**src/core/caccu_defines.svh**
```systemverilog
`ifndef CACCU_DEFINES_SVH
`define CACCU_DEFINES_SVH

// ****************************************
// Register indices (byte address = 4 * index)
// ****************************************
`define CACCU_IDX_COUNTER_MODE 10'h0d9
`define CACCU_IDX_CONTROL 10'h0d8
`define CACCU_IDX_IRQ_STATUS 10'h0d0
`define CACCU_IDX_IRQ_MASK 10'h0d1
`define CACCU_IDX_MODE_BASE 10'h0da
`define CACCU_IDX_CMP_LO_BASE 10'h0e0
`define CACCU_IDX_CMP_HI_BASE 10'h0f0
`define CACCU_IDX_CNT_LO 10'h0e8
`define CACCU_IDX_CNT_HI 10'h0f8

// ****************************************
// Counter mode register fields
// ****************************************
`define CACCU_CM_IDLE_GATE 7
`define CACCU_CM_WDT_ON 6
`define CACCU_CM_SRC_HI 2
`define CACCU_CM_SRC_LO 1
`define CACCU_CM_OVF_IRQ 0
`define CACCU_CM_IMPL_MASK 8'hc7

// ****************************************
// Control register fields
// ****************************************
`define CACCU_CT_OVF_FLAG 7
`define CACCU_CT_RUN 6

// ****************************************
// Module mode register fields
// ****************************************
`define CACCU_MM_COMPARE_EN 6
`define CACCU_MM_MATCH_EN 3
`define CACCU_MM_TOGGLE_EN 2
`define CACCU_MM_IRQ_EN 0

// ****************************************
// Reset values, prescale counts and response codes
// ****************************************
`define CACCU_RST_BYTE 8'h00
`define CACCU_DIV_SLOW 4'hc
`define CACCU_DIV_SLOW_X2 4'h6
`define CACCU_DIV_FAST 4'h4
`define CACCU_DIV_FAST_X2 4'h2
`define CACCU_RESP_OKAY 2'h0
`define CACCU_RESP_SLVERR 2'h2

`endif

```
**src/core/caccu_pkg.sv**
```systemverilog
package caccu_pkg;
  // Count source encodings
  typedef enum logic [1:0] {
    CACCU_SRC_SLOW = 2'b00,
    CACCU_SRC_FAST = 2'b01,
    CACCU_SRC_T0OVF = 2'b10,
    CACCU_SRC_EXT = 2'b11
  } caccu_src_t;
endpackage : caccu_pkg

```
**src/core/caccu_top.sv**
```systemverilog
// Our own choice: the AXI4-Lite interface to the registers.
`timescale 1ns/1ps
// Notes on behaviour
// - Idle gate bit 0 keeps counting in idle; 1 stops counting while idle.
// - Watchdog bit enables the watchdog action of compare module four.
// - Two-bit source picks osc/12(/6), osc/4(/2), timer0 overflow, or external pin.
// - Overflow flag requests an interrupt only while overflow interrupt enable is set; here the enable only gates setting a sticky status bit.
// - Compare enable plus match enable make a module a 16-bit compare timer.
// - A match interrupts only when match flag and module interrupt enable are set; here the enable only gates setting a sticky status bit.
// - Writing the compare high byte sets compare enable.
// - Writing the compare low byte while compare enabled clears compare enable.
// - In toggle mode the module output pin inverts on every match.
// - Toggle mode needs toggle, match and compare enable all set.
// - Compare enable stays directly readable and writable in the mode register.
// - Reserved counter mode bits read undefined; software writes zeros there.
`include "caccu_defines.svh"

module caccu_top #(
  parameter int NUM_MOD = 5
) (
  input wire logic aclk,
  input wire logic aresetn,
  input wire logic [11:0] s_axi_awaddr,
  input wire logic s_axi_awvalid,
  output logic s_axi_awready,
  input wire logic [31:0] s_axi_wdata,
  input wire logic [3:0] s_axi_wstrb,
  input wire logic s_axi_wvalid,
  output logic s_axi_wready,
  output logic [1:0] s_axi_bresp,
  output logic s_axi_bvalid,
  input wire logic s_axi_bready,
  input wire logic [11:0] s_axi_araddr,
  input wire logic s_axi_arvalid,
  output logic s_axi_arready,
  output logic [31:0] s_axi_rdata,
  output logic [1:0] s_axi_rresp,
  output logic s_axi_rvalid,
  input wire logic s_axi_rready,
  input wire logic core_idle,
  input wire logic clock_doubling,
  input wire logic timer0_overflow,
  input wire logic external_count_pin,
  output logic [NUM_MOD-1:0] module_output_pin,
  output logic watchdog_reset,
  output logic irq
);
  import caccu_pkg::*;

  // Module four must exist for the watchdog action
  // Match flags share the control byte with run and overflow, so six modules at most
  if (NUM_MOD < 5 || NUM_MOD > 6) begin : g_bad_num_mod
    $error("caccu_top: NUM_MOD must lie between 5 and 6");
  end

  // ****************************************
  // State
  // ****************************************
  typedef struct packed {
    // Register bus side
    logic aw_hold;
    logic [9:0] aw_idx;
    logic w_hold;
    logic [7:0] w_data;
    logic w_lane0;
    logic bvalid;
    logic [1:0] bresp;
    logic rvalid;
    logic [7:0] rdata;
    logic [1:0] rresp;
    // Counter mode, run and flags
    logic [7:0] array_counter_mode;
    logic run;
    logic ovf_flag;
    logic [NUM_MOD-1:0] match_flag;
    // Per-module mode and compare bytes
    logic [NUM_MOD-1:0][7:0] mode;
    logic [NUM_MOD-1:0][7:0] cmp_lo;
    logic [NUM_MOD-1:0][7:0] cmp_hi;
    // Shared counter, prescaler and pin synchroniser
    logic [15:0] cnt;
    logic [3:0] pre;
    logic ext_s1;
    logic ext_s2;
    logic ext_s3;
    // Module outputs and interrupt status
    logic [NUM_MOD-1:0] pin;
    logic wdt_rst;
    logic [NUM_MOD:0] irq_stat;
    logic [NUM_MOD:0] irq_mask;
  } caccu_state_t;

  caccu_state_t s_r;
  caccu_state_t s_nxt;

  // ****************************************
  // Address decode helpers
  // ****************************************
  // Returns 1 when idx lies in the per-module window starting at base
  function automatic logic in_bank(input logic [9:0] idx, input logic [9:0] base);
    in_bank = (idx >= base) && (idx < base + 10'(NUM_MOD));
  endfunction : in_bank

  // Returns 1 for every index that maps to a register
  function automatic logic is_mapped(input logic [9:0] idx);
    is_mapped = (idx == `CACCU_IDX_COUNTER_MODE) || (idx == `CACCU_IDX_CONTROL) ||
      (idx == `CACCU_IDX_IRQ_STATUS) || (idx == `CACCU_IDX_IRQ_MASK) ||
      (idx == `CACCU_IDX_CNT_LO) || (idx == `CACCU_IDX_CNT_HI) ||
      in_bank(idx, `CACCU_IDX_MODE_BASE) || in_bank(idx, `CACCU_IDX_CMP_LO_BASE) ||
      in_bank(idx, `CACCU_IDX_CMP_HI_BASE);
  endfunction : is_mapped

  // Returns 1 when idx addresses module m of the bank starting at base
  function automatic logic mod_hit(input logic [9:0] idx, input logic [9:0] base, input int m);
    mod_hit = (idx == base + 10'(m));
  endfunction : mod_hit

  // ****************************************
  // Next-state logic
  // ****************************************
  always_comb begin
    logic do_wr;
    logic do_rd;
    logic [9:0] ridx;
    logic [7:0] wd;
    logic [7:0] rv;
    logic [3:0] div;
    logic tick;
    logic [15:0] cnt_inc;
    logic ovf_ev;
    logic [NUM_MOD-1:0] match_ev;
    caccu_src_t src;
    do_wr = 1'b0;
    do_rd = 1'b0;
    ridx = s_axi_araddr[11:2];
    wd = s_r.w_data;
    rv = `CACCU_RST_BYTE;
    div = `CACCU_DIV_SLOW;
    tick = 1'b0;
    cnt_inc = s_r.cnt + 16'h0001;
    ovf_ev = 1'b0;
    match_ev = '0;
    src = caccu_src_t'({s_r.array_counter_mode[`CACCU_CM_SRC_HI], s_r.array_counter_mode[`CACCU_CM_SRC_LO]});
    s_nxt = s_r;
    s_nxt.wdt_rst = 1'b0;

    // Pin synchroniser; the second and third stages feed the edge detector
    s_nxt.ext_s1 = external_count_pin;
    s_nxt.ext_s2 = s_r.ext_s1;
    s_nxt.ext_s3 = s_r.ext_s2;

    // Write channels are caught independently and joined here
    if (s_axi_awvalid && !s_r.aw_hold) begin
      s_nxt.aw_hold = 1'b1;
      s_nxt.aw_idx = s_axi_awaddr[11:2];
    end
    if (s_axi_wvalid && !s_r.w_hold) begin
      s_nxt.w_hold = 1'b1;
      s_nxt.w_data = s_axi_wdata[7:0];
      s_nxt.w_lane0 = s_axi_wstrb[0];
    end
    if (s_r.bvalid && s_axi_bready) begin
      s_nxt.bvalid = 1'b0;
    end
    // A response still waiting holds the next write off
    if (s_r.aw_hold && s_r.w_hold && !s_r.bvalid) begin
      do_wr = s_r.w_lane0 && is_mapped(s_r.aw_idx);
      s_nxt.aw_hold = 1'b0;
      s_nxt.w_hold = 1'b0;
      s_nxt.bvalid = 1'b1;
      s_nxt.bresp = is_mapped(s_r.aw_idx) ? `CACCU_RESP_OKAY : `CACCU_RESP_SLVERR;
    end

    // Register writes; hardware sets below take priority over clears
    if (do_wr) begin
      case (s_r.aw_idx)
        `CACCU_IDX_COUNTER_MODE: s_nxt.array_counter_mode = wd & `CACCU_CM_IMPL_MASK;
        `CACCU_IDX_CONTROL: begin
          s_nxt.run = wd[`CACCU_CT_RUN];
          if (wd[`CACCU_CT_OVF_FLAG]) begin
            s_nxt.ovf_flag = 1'b0;
          end
          s_nxt.match_flag = s_r.match_flag & ~wd[NUM_MOD-1:0];
        end
        `CACCU_IDX_IRQ_STATUS: s_nxt.irq_stat = s_r.irq_stat & ~wd[NUM_MOD:0];
        `CACCU_IDX_IRQ_MASK: s_nxt.irq_mask = wd[NUM_MOD:0];
        `CACCU_IDX_CNT_LO: s_nxt.cnt[7:0] = wd;
        `CACCU_IDX_CNT_HI: s_nxt.cnt[15:8] = wd;
        default: begin
          for (int m = 0; m < NUM_MOD; m++) begin
            if (mod_hit(s_r.aw_idx, `CACCU_IDX_MODE_BASE, m)) begin
              s_nxt.mode[m] = wd;
            end
            if (mod_hit(s_r.aw_idx, `CACCU_IDX_CMP_HI_BASE, m)) begin
              s_nxt.cmp_hi[m] = wd;
              s_nxt.mode[m][`CACCU_MM_COMPARE_EN] = 1'b1;
            end
            if (mod_hit(s_r.aw_idx, `CACCU_IDX_CMP_LO_BASE, m)) begin
              s_nxt.cmp_lo[m] = wd;
              if (s_r.mode[m][`CACCU_MM_COMPARE_EN]) begin
                s_nxt.mode[m][`CACCU_MM_COMPARE_EN] = 1'b0;
              end
            end
          end
        end
      endcase
    end

    // Count source selection
    case (src)
      CACCU_SRC_SLOW: div = clock_doubling ? `CACCU_DIV_SLOW_X2 : `CACCU_DIV_SLOW;
      CACCU_SRC_FAST: div = clock_doubling ? `CACCU_DIV_FAST_X2 : `CACCU_DIV_FAST;
      default: div = `CACCU_DIV_SLOW;
    endcase

    // Prescaler runs free, so the first count after start may come early
    if (s_r.pre >= div - 4'h1) begin
      s_nxt.pre = 4'h0;
    end else begin
      s_nxt.pre = s_r.pre + 4'h1;
    end
    // One count per tick; the pin count uses the synchronised copy only
    case (src)
      CACCU_SRC_SLOW: tick = (s_r.pre >= div - 4'h1);
      CACCU_SRC_FAST: tick = (s_r.pre >= div - 4'h1);
      CACCU_SRC_T0OVF: tick = timer0_overflow;
      CACCU_SRC_EXT: tick = s_r.ext_s3 && !s_r.ext_s2;
      default: tick = 1'b0;
    endcase
    // Idle gating stops increments only, so registers stay reachable
    tick = tick && s_r.run && !(core_idle && s_r.array_counter_mode[`CACCU_CM_IDLE_GATE]);

    // Shared counter and per-module compare
    if (tick) begin
      s_nxt.cnt = cnt_inc;
      ovf_ev = (s_r.cnt == 16'hffff);
      for (int m = 0; m < NUM_MOD; m++) begin
        match_ev[m] = s_r.mode[m][`CACCU_MM_COMPARE_EN] && s_r.mode[m][`CACCU_MM_MATCH_EN] &&
          (cnt_inc == {s_r.cmp_hi[m], s_r.cmp_lo[m]});
      end
    end

    // Overflow always sets its flag, the status bit only while enabled
    if (ovf_ev) begin
      s_nxt.ovf_flag = 1'b1;
      if (s_r.array_counter_mode[`CACCU_CM_OVF_IRQ]) begin
        s_nxt.irq_stat[0] = 1'b1;
      end
    end
    // Per-module effects of a match land on the same edge as the count
    for (int m = 0; m < NUM_MOD; m++) begin
      if (match_ev[m]) begin
        s_nxt.match_flag[m] = 1'b1;
        if (s_r.mode[m][`CACCU_MM_IRQ_EN]) begin
          s_nxt.irq_stat[m+1] = 1'b1;
        end
        if (s_r.mode[m][`CACCU_MM_TOGGLE_EN]) begin
          s_nxt.pin[m] = ~s_r.pin[m];
        end
      end
    end

    // Watchdog action of module four
    if (match_ev[4] && s_r.array_counter_mode[`CACCU_CM_WDT_ON]) begin
      s_nxt.wdt_rst = 1'b1;
    end

    // Read channel: one read at a time, data registered
    if (s_r.rvalid && s_axi_rready) begin
      s_nxt.rvalid = 1'b0;
    end
    do_rd = s_axi_arvalid && !s_r.rvalid;
    // Read mux; unmapped indices read zero
    case (ridx)
      `CACCU_IDX_COUNTER_MODE: rv = s_r.array_counter_mode;
      `CACCU_IDX_CONTROL: begin
        rv[`CACCU_CT_OVF_FLAG] = s_r.ovf_flag;
        rv[`CACCU_CT_RUN] = s_r.run;
        rv[NUM_MOD-1:0] = s_r.match_flag;
      end
      `CACCU_IDX_IRQ_STATUS: rv[NUM_MOD:0] = s_r.irq_stat;
      `CACCU_IDX_IRQ_MASK: rv[NUM_MOD:0] = s_r.irq_mask;
      `CACCU_IDX_CNT_LO: rv = s_r.cnt[7:0];
      `CACCU_IDX_CNT_HI: rv = s_r.cnt[15:8];
      default: begin
        for (int m = 0; m < NUM_MOD; m++) begin
          if (mod_hit(ridx, `CACCU_IDX_MODE_BASE, m)) begin
            rv = s_r.mode[m];
          end
          if (mod_hit(ridx, `CACCU_IDX_CMP_LO_BASE, m)) begin
            rv = s_r.cmp_lo[m];
          end
          if (mod_hit(ridx, `CACCU_IDX_CMP_HI_BASE, m)) begin
            rv = s_r.cmp_hi[m];
          end
        end
      end
    endcase
    // Data is registered so it stands unchanged while rvalid waits
    if (do_rd) begin
      s_nxt.rvalid = 1'b1;
      s_nxt.rdata = rv;
      s_nxt.rresp = is_mapped(ridx) ? `CACCU_RESP_OKAY : `CACCU_RESP_SLVERR;
    end
  end

  // ****************************************
  // State register
  // ****************************************
  // Synchronous reset clears every field; every reset value is zero
  // Reset acts on a clock edge only, so the clock must run during reset
  always_ff @(posedge aclk) begin
    if (!aresetn) begin
      s_r <= '0;
    end else begin
      s_r <= s_nxt;
    end
  end

  // ****************************************
  // Outputs
  // ****************************************
  // Ready terms are combinational so a channel is taken in the same cycle
  assign s_axi_awready = !s_r.aw_hold;
  assign s_axi_wready = !s_r.w_hold;
  assign s_axi_bvalid = s_r.bvalid;
  assign s_axi_bresp = s_r.bresp;
  // Read channel outputs
  assign s_axi_arready = !s_r.rvalid;
  assign s_axi_rvalid = s_r.rvalid;
  assign s_axi_rdata = {24'h000000, s_r.rdata};
  assign s_axi_rresp = s_r.rresp;

  // Pins, watchdog pulse and interrupt level
  assign module_output_pin = s_r.pin;
  assign watchdog_reset = s_r.wdt_rst;
  assign irq = |(s_r.irq_stat & s_r.irq_mask);
endmodule : caccu_top

```
**config.mk**
```make
export PLATFORM = sky130hd
export DESIGN_NAME = caccu_top
export DESIGN_NICKNAME = d
export VERILOG_FILES = /design/src/core/caccu_pkg.sv /design/src/core/caccu_top.sv
export VERILOG_INCLUDE_DIRS = /design/src /design/src/core
export SDC_FILE = /design/constraint.sdc
export NUM_CORES = 1
export LEC_CHECK = 0
export ABC_AREA = 1
export BUFFER_PORTS_ARGS = -buffer_cell sky130_fd_sc_hd__buf_2
export CAP_MARGIN = 20
export CORE_MARGIN = 10
export CORE_UTILIZATION = 34
export CTS_CLUSTER_DIAMETER = 150
export CTS_CLUSTER_SIZE = 25
export DETAILED_ROUTE_END_ITERATION = 7
export PLACE_DENSITY = 0.58
export SYNTH_ARGS = -nofsm -noshare
export SYNTH_HDL_FRONTEND = slang
export SYNTH_SLANG_ARGS = --single-unit
```
**constraint.sdc**
```tcl
create_clock -name aclk -period 5.2 [get_ports aclk]
set_input_delay 1.3 -clock aclk [delete_from_list [all_inputs] [get_ports aclk]]
set_output_delay 1.3 -clock aclk [all_outputs]
set_load 0.03 [all_outputs]
```
==> metrics.txt <==
status completed; antenna viol nets, final 0; # rows 66; number of library cell types mapped by synthesis between 40 and 50; end point of the worst hold path s_nxt[18]; vias in the first global route about 11000; instance count along the most critical hold path 2; Critical Path Fanout Max 14; Power Density between 200 and 250 nW/um2; TritonCTS clock tree built; number of cells produced by synthesis around 1700; number of buffers created by CTS 12; worst-case headroom to the max-slew limit 0.226; Tot GR Track Use 0.198; setup violation total in the final timing report 0; CTS hold repair buffers 0; Seq pwr share 0.563; Fillers around 3600; htree depth 1; width of the die 203 um; Static Leak roughly 4.7 nW; share of post-route cells with drive strength above 1 0.0795; Peak supply drop between 0.00015 and 0.0002 V; end of the worst register-to-register path s_r[9]; Hold Crit Class flip-flop to flip-flop; router iterations before antenna repair 6; part of the power in combinational logic 0.084; number of antenna violations at the first check in global routing 1; global-route wire length before repair 63900 um; worst r2r path cells 15; half-perimeter wire length of the detailed placement result 30700 um; Ports roughly 120; Longest Clk Path Bufs 3; area occupied by multi-input gates about 6000 um2; maxcap violations 0; Area growth, synth to finish 7.81%; Die Ht 203 um; drc violations 0; maximum number of pins on one net before global-route repair 86; clock skew roughly 0.048 ns; GRT Residual Overflow 0; maximum clock rate between 0.2 and 0.3 GHz; ratio of final minimum period to clock period 0.716; postcts setup bufs 0; startpoint of the worst-slack reg-to-reg timing path s_r[25]; internal power component 2.12 mW; Clock Latency Late Sink ~0.50 ns; PostCTS Resize Cnt 0; number of clock sinks between 200 and 250; sequential fraction of the synthesis area 0.362; count of flip-flops with a built-in enable after synthesis 0; Sw Pwr ~810 uW; Clk Tree Root Cell sky130_fd_sc_hd__clkbuf_16; DR vias/cell 5.23; storage element area roughly 4100 um2; Synth Warn # 0; arrival time reported for the critical path endpoint between 4 and 5 ns; unrepaired setup endpoints after global routing no; Wirelength per Cell between 15 and 20 um; async set-reset flop share out of synthesis 0; Initial Util 0.348; post-route minimum period 3.72 ns; average instance area after synthesis between 6 and 7 um2; most frequent cells in the layout sky130_fd_sc_hd__nor2_1 (403), sky130_fd_sc_hd__nand2_1 (246), sky130_fd_sc_hd__dfxtp_1 (206), sky130_fd_sc_hd__o21ai_0 (177), sky130_fd_sc_hd__inv_1 (161); final hold violation count 0; post-layout utilization of the core 0.375; worst setup path category flip-flop to flip-flop; summed instance area of the synthesized netlist around 11000 um2; main flop type after synthesis sky130_fd_sc_hd__dfxtp_1; startpoint type of the worst setup path flip-flop; fraction of power spent switching nets 0.277; Clock power frac 0.354; actual slew at the worst max-slew pin ~1.2 ns; worst path required time 5.64 ns; capturing element type of the critical path flip-flop; total vias in the final route between 10000 and 15000; Register-to-Register Setup Slack 1.48 ns; placeable core region about 33000 um2; detailed router's first-iteration violation count between 1000 and 1500; setup TNS 0 ns; commonest non-fill, non-tap cell in the layout sky130_fd_sc_hd__nor2_1; placer's final routability congestion estimate roughly 0.95; Min-Delay Startpoint s_nxt[19]; number of synthesized register bits slightly above 200; register clock-pin slew on the reported worst setup and hold paths between 0.1 and 0.15 ns; max-slew violations 0; sum of routed wire length over all layers roughly 42000 um; input/output buffers 61; number of nets in the finished design 1836; area enclosed by the die boundary ~41000 um2
==> worst max-delay path, stage by stage (launching register included) <==
cell and delay, ns:
sky130_fd_sc_hd__dfxtp_1 0.77, sky130_fd_sc_hd__ha_1 0.36, sky130_fd_sc_hd__nand2_1 0.17, sky130_fd_sc_hd__nor2_1 0.29, sky130_fd_sc_hd__nand2_1 0.11, sky130_fd_sc_hd__inv_1 0.08
sky130_fd_sc_hd__nand3_1 0.11, sky130_fd_sc_hd__nand2_1 0.12, sky130_fd_sc_hd__nand2_1 0.35, sky130_fd_sc_hd__xor2_1 0.25, sky130_fd_sc_hd__nand2_1 0.07, sky130_fd_sc_hd__nor2_1 0.11
sky130_fd_sc_hd__nand3_1 0.09, sky130_fd_sc_hd__nor2_1 0.32, sky130_fd_sc_hd__nand3_1 0.24, sky130_fd_sc_hd__a21oi_1 0.18
==> cell usage after synthesis (3+ instances only) <==
cell,number,area (um2)
sky130_fd_sc_hd__o22ai_1,7,43.8
sky130_fd_sc_hd__o21a_1,5,37.5
sky130_fd_sc_hd__nor3_1,25,125
sky130_fd_sc_hd__xor2_1,37,324
sky130_fd_sc_hd__nor2_1,403,1510
sky130_fd_sc_hd__buf_1,5,18.8
sky130_fd_sc_hd__or2_2,6,37.5
sky130_fd_sc_hd__a31oi_1,9,56.3
sky130_fd_sc_hd__nand2_1,246,923
sky130_fd_sc_hd__ha_1,5,62.6
sky130_fd_sc_hd__nand3b_1,3,22.5
sky130_fd_sc_hd__xnor2_1,16,140
sky130_fd_sc_hd__nand3_1,83,415
sky130_fd_sc_hd__a221oi_1,8,70.1
sky130_fd_sc_hd__inv_1,161,604
sky130_fd_sc_hd__o21ai_1,10,50.1
sky130_fd_sc_hd__nor4_1,8,50.1
sky130_fd_sc_hd__nand4_1,71,444
sky130_fd_sc_hd__buf_2,5,25.0
sky130_fd_sc_hd__nor2_2,6,37.5
sky130_fd_sc_hd__dfxtp_1,206,4120
sky130_fd_sc_hd__a21oi_1,88,440
sky130_fd_sc_hd__inv_2,17,63.8
sky130_fd_sc_hd__buf_4,42,315
sky130_fd_sc_hd__nand2_2,10,62.6
sky130_fd_sc_hd__o211ai_1,8,60.1
sky130_fd_sc_hd__o21ai_0,177,886
sky130_fd_sc_hd__a21boi_0,3,22.5
sky130_fd_sc_hd__clkbuf_1,43,161
==> routing by layer <==
layer | routed length (um) | vias to the layer above | track usage
met3 | 2680 | 78 | 0.0275
li1 | - | 5662 | -
met5 | 0 | - | 0
met2 | 18700 | 404 | 0.315
met4 | 1700 | 0 | 0.0794
met1 | 19100 | 5377 | 0.265
==> sequential cells by signal, summed over array words and instances (netlist names), 2 cells and up <==
register           flops
s_nxt                  2
s_axi_rdata            8
module_output_pin      5
s_r                  186
==> layout make-up <==
type,instances,area share
inverters,181,0.0554
well taps,442,0.0450
flip-flops and latches,206,0.336
clock buffers,13,0.0265
clock inverters,1,0.00163
diodes,1,0.000204
repair buffers,77,0.0348
multi-input cells,1282,0.501
==> stage by stage <==
stage	total power [mW]	hold slack (ns)	worst slack, ns	area, um2	instances
final	2.93	0.429	1.48	12300	2203
after global routing	3.04	0.451	1.27	12300	2203
after CTS	2.96	0.437	1.55	12300	2200
after detailed placement	1.93	0.416	1.38	11900	2186
after global placement	1.92	0.409	1.40	11900	2186
after floorplan	1.85	0.390	2.08	11500	1765
==> how the worst max path moves through the flow <==
| stage | from | endpoint | slack [ns] | depth (start not counted) |
|---|---|---|---|---|
| after floorplan | clock_doubling | s_r[25] | 2.08 | 13 |
| after global placement | s_axi_araddr[11] | s_axi_rdata[4] | 1.40 | 14 |
| after detailed placement | s_axi_araddr[11] | s_axi_rdata[4] | 1.38 | 14 |
| after CTS | s_r[25] | s_r[9] | 1.55 | 15 |
| after global routing | s_r[25] | s_r[8] | 1.27 | 16 |
| final | s_r[25] | s_r[9] | 1.48 | 15 |
==> power groups by stage <==
stage                     sequential [mW]  combinational, mW  clock, mW
after CTS                            1.65              0.244       1.07
after floorplan                      1.65              0.196          0
after global placement               1.68              0.241          0
after detailed placement             1.68              0.243          0
final                                1.65              0.246       1.04
after global routing                 1.65              0.273       1.11
==> cell families after synthesis <==
family	count (synthesis)	synth area share
compound gates	326	0.155
xor+xnor	55	0.0436
fa+ha+maj	5	0.00549
buf+inv	277	0.106
flops	206	0.362
other cells	1	0.000329
simple gates	870	0.328
Power figures use the tool's default switching activity.
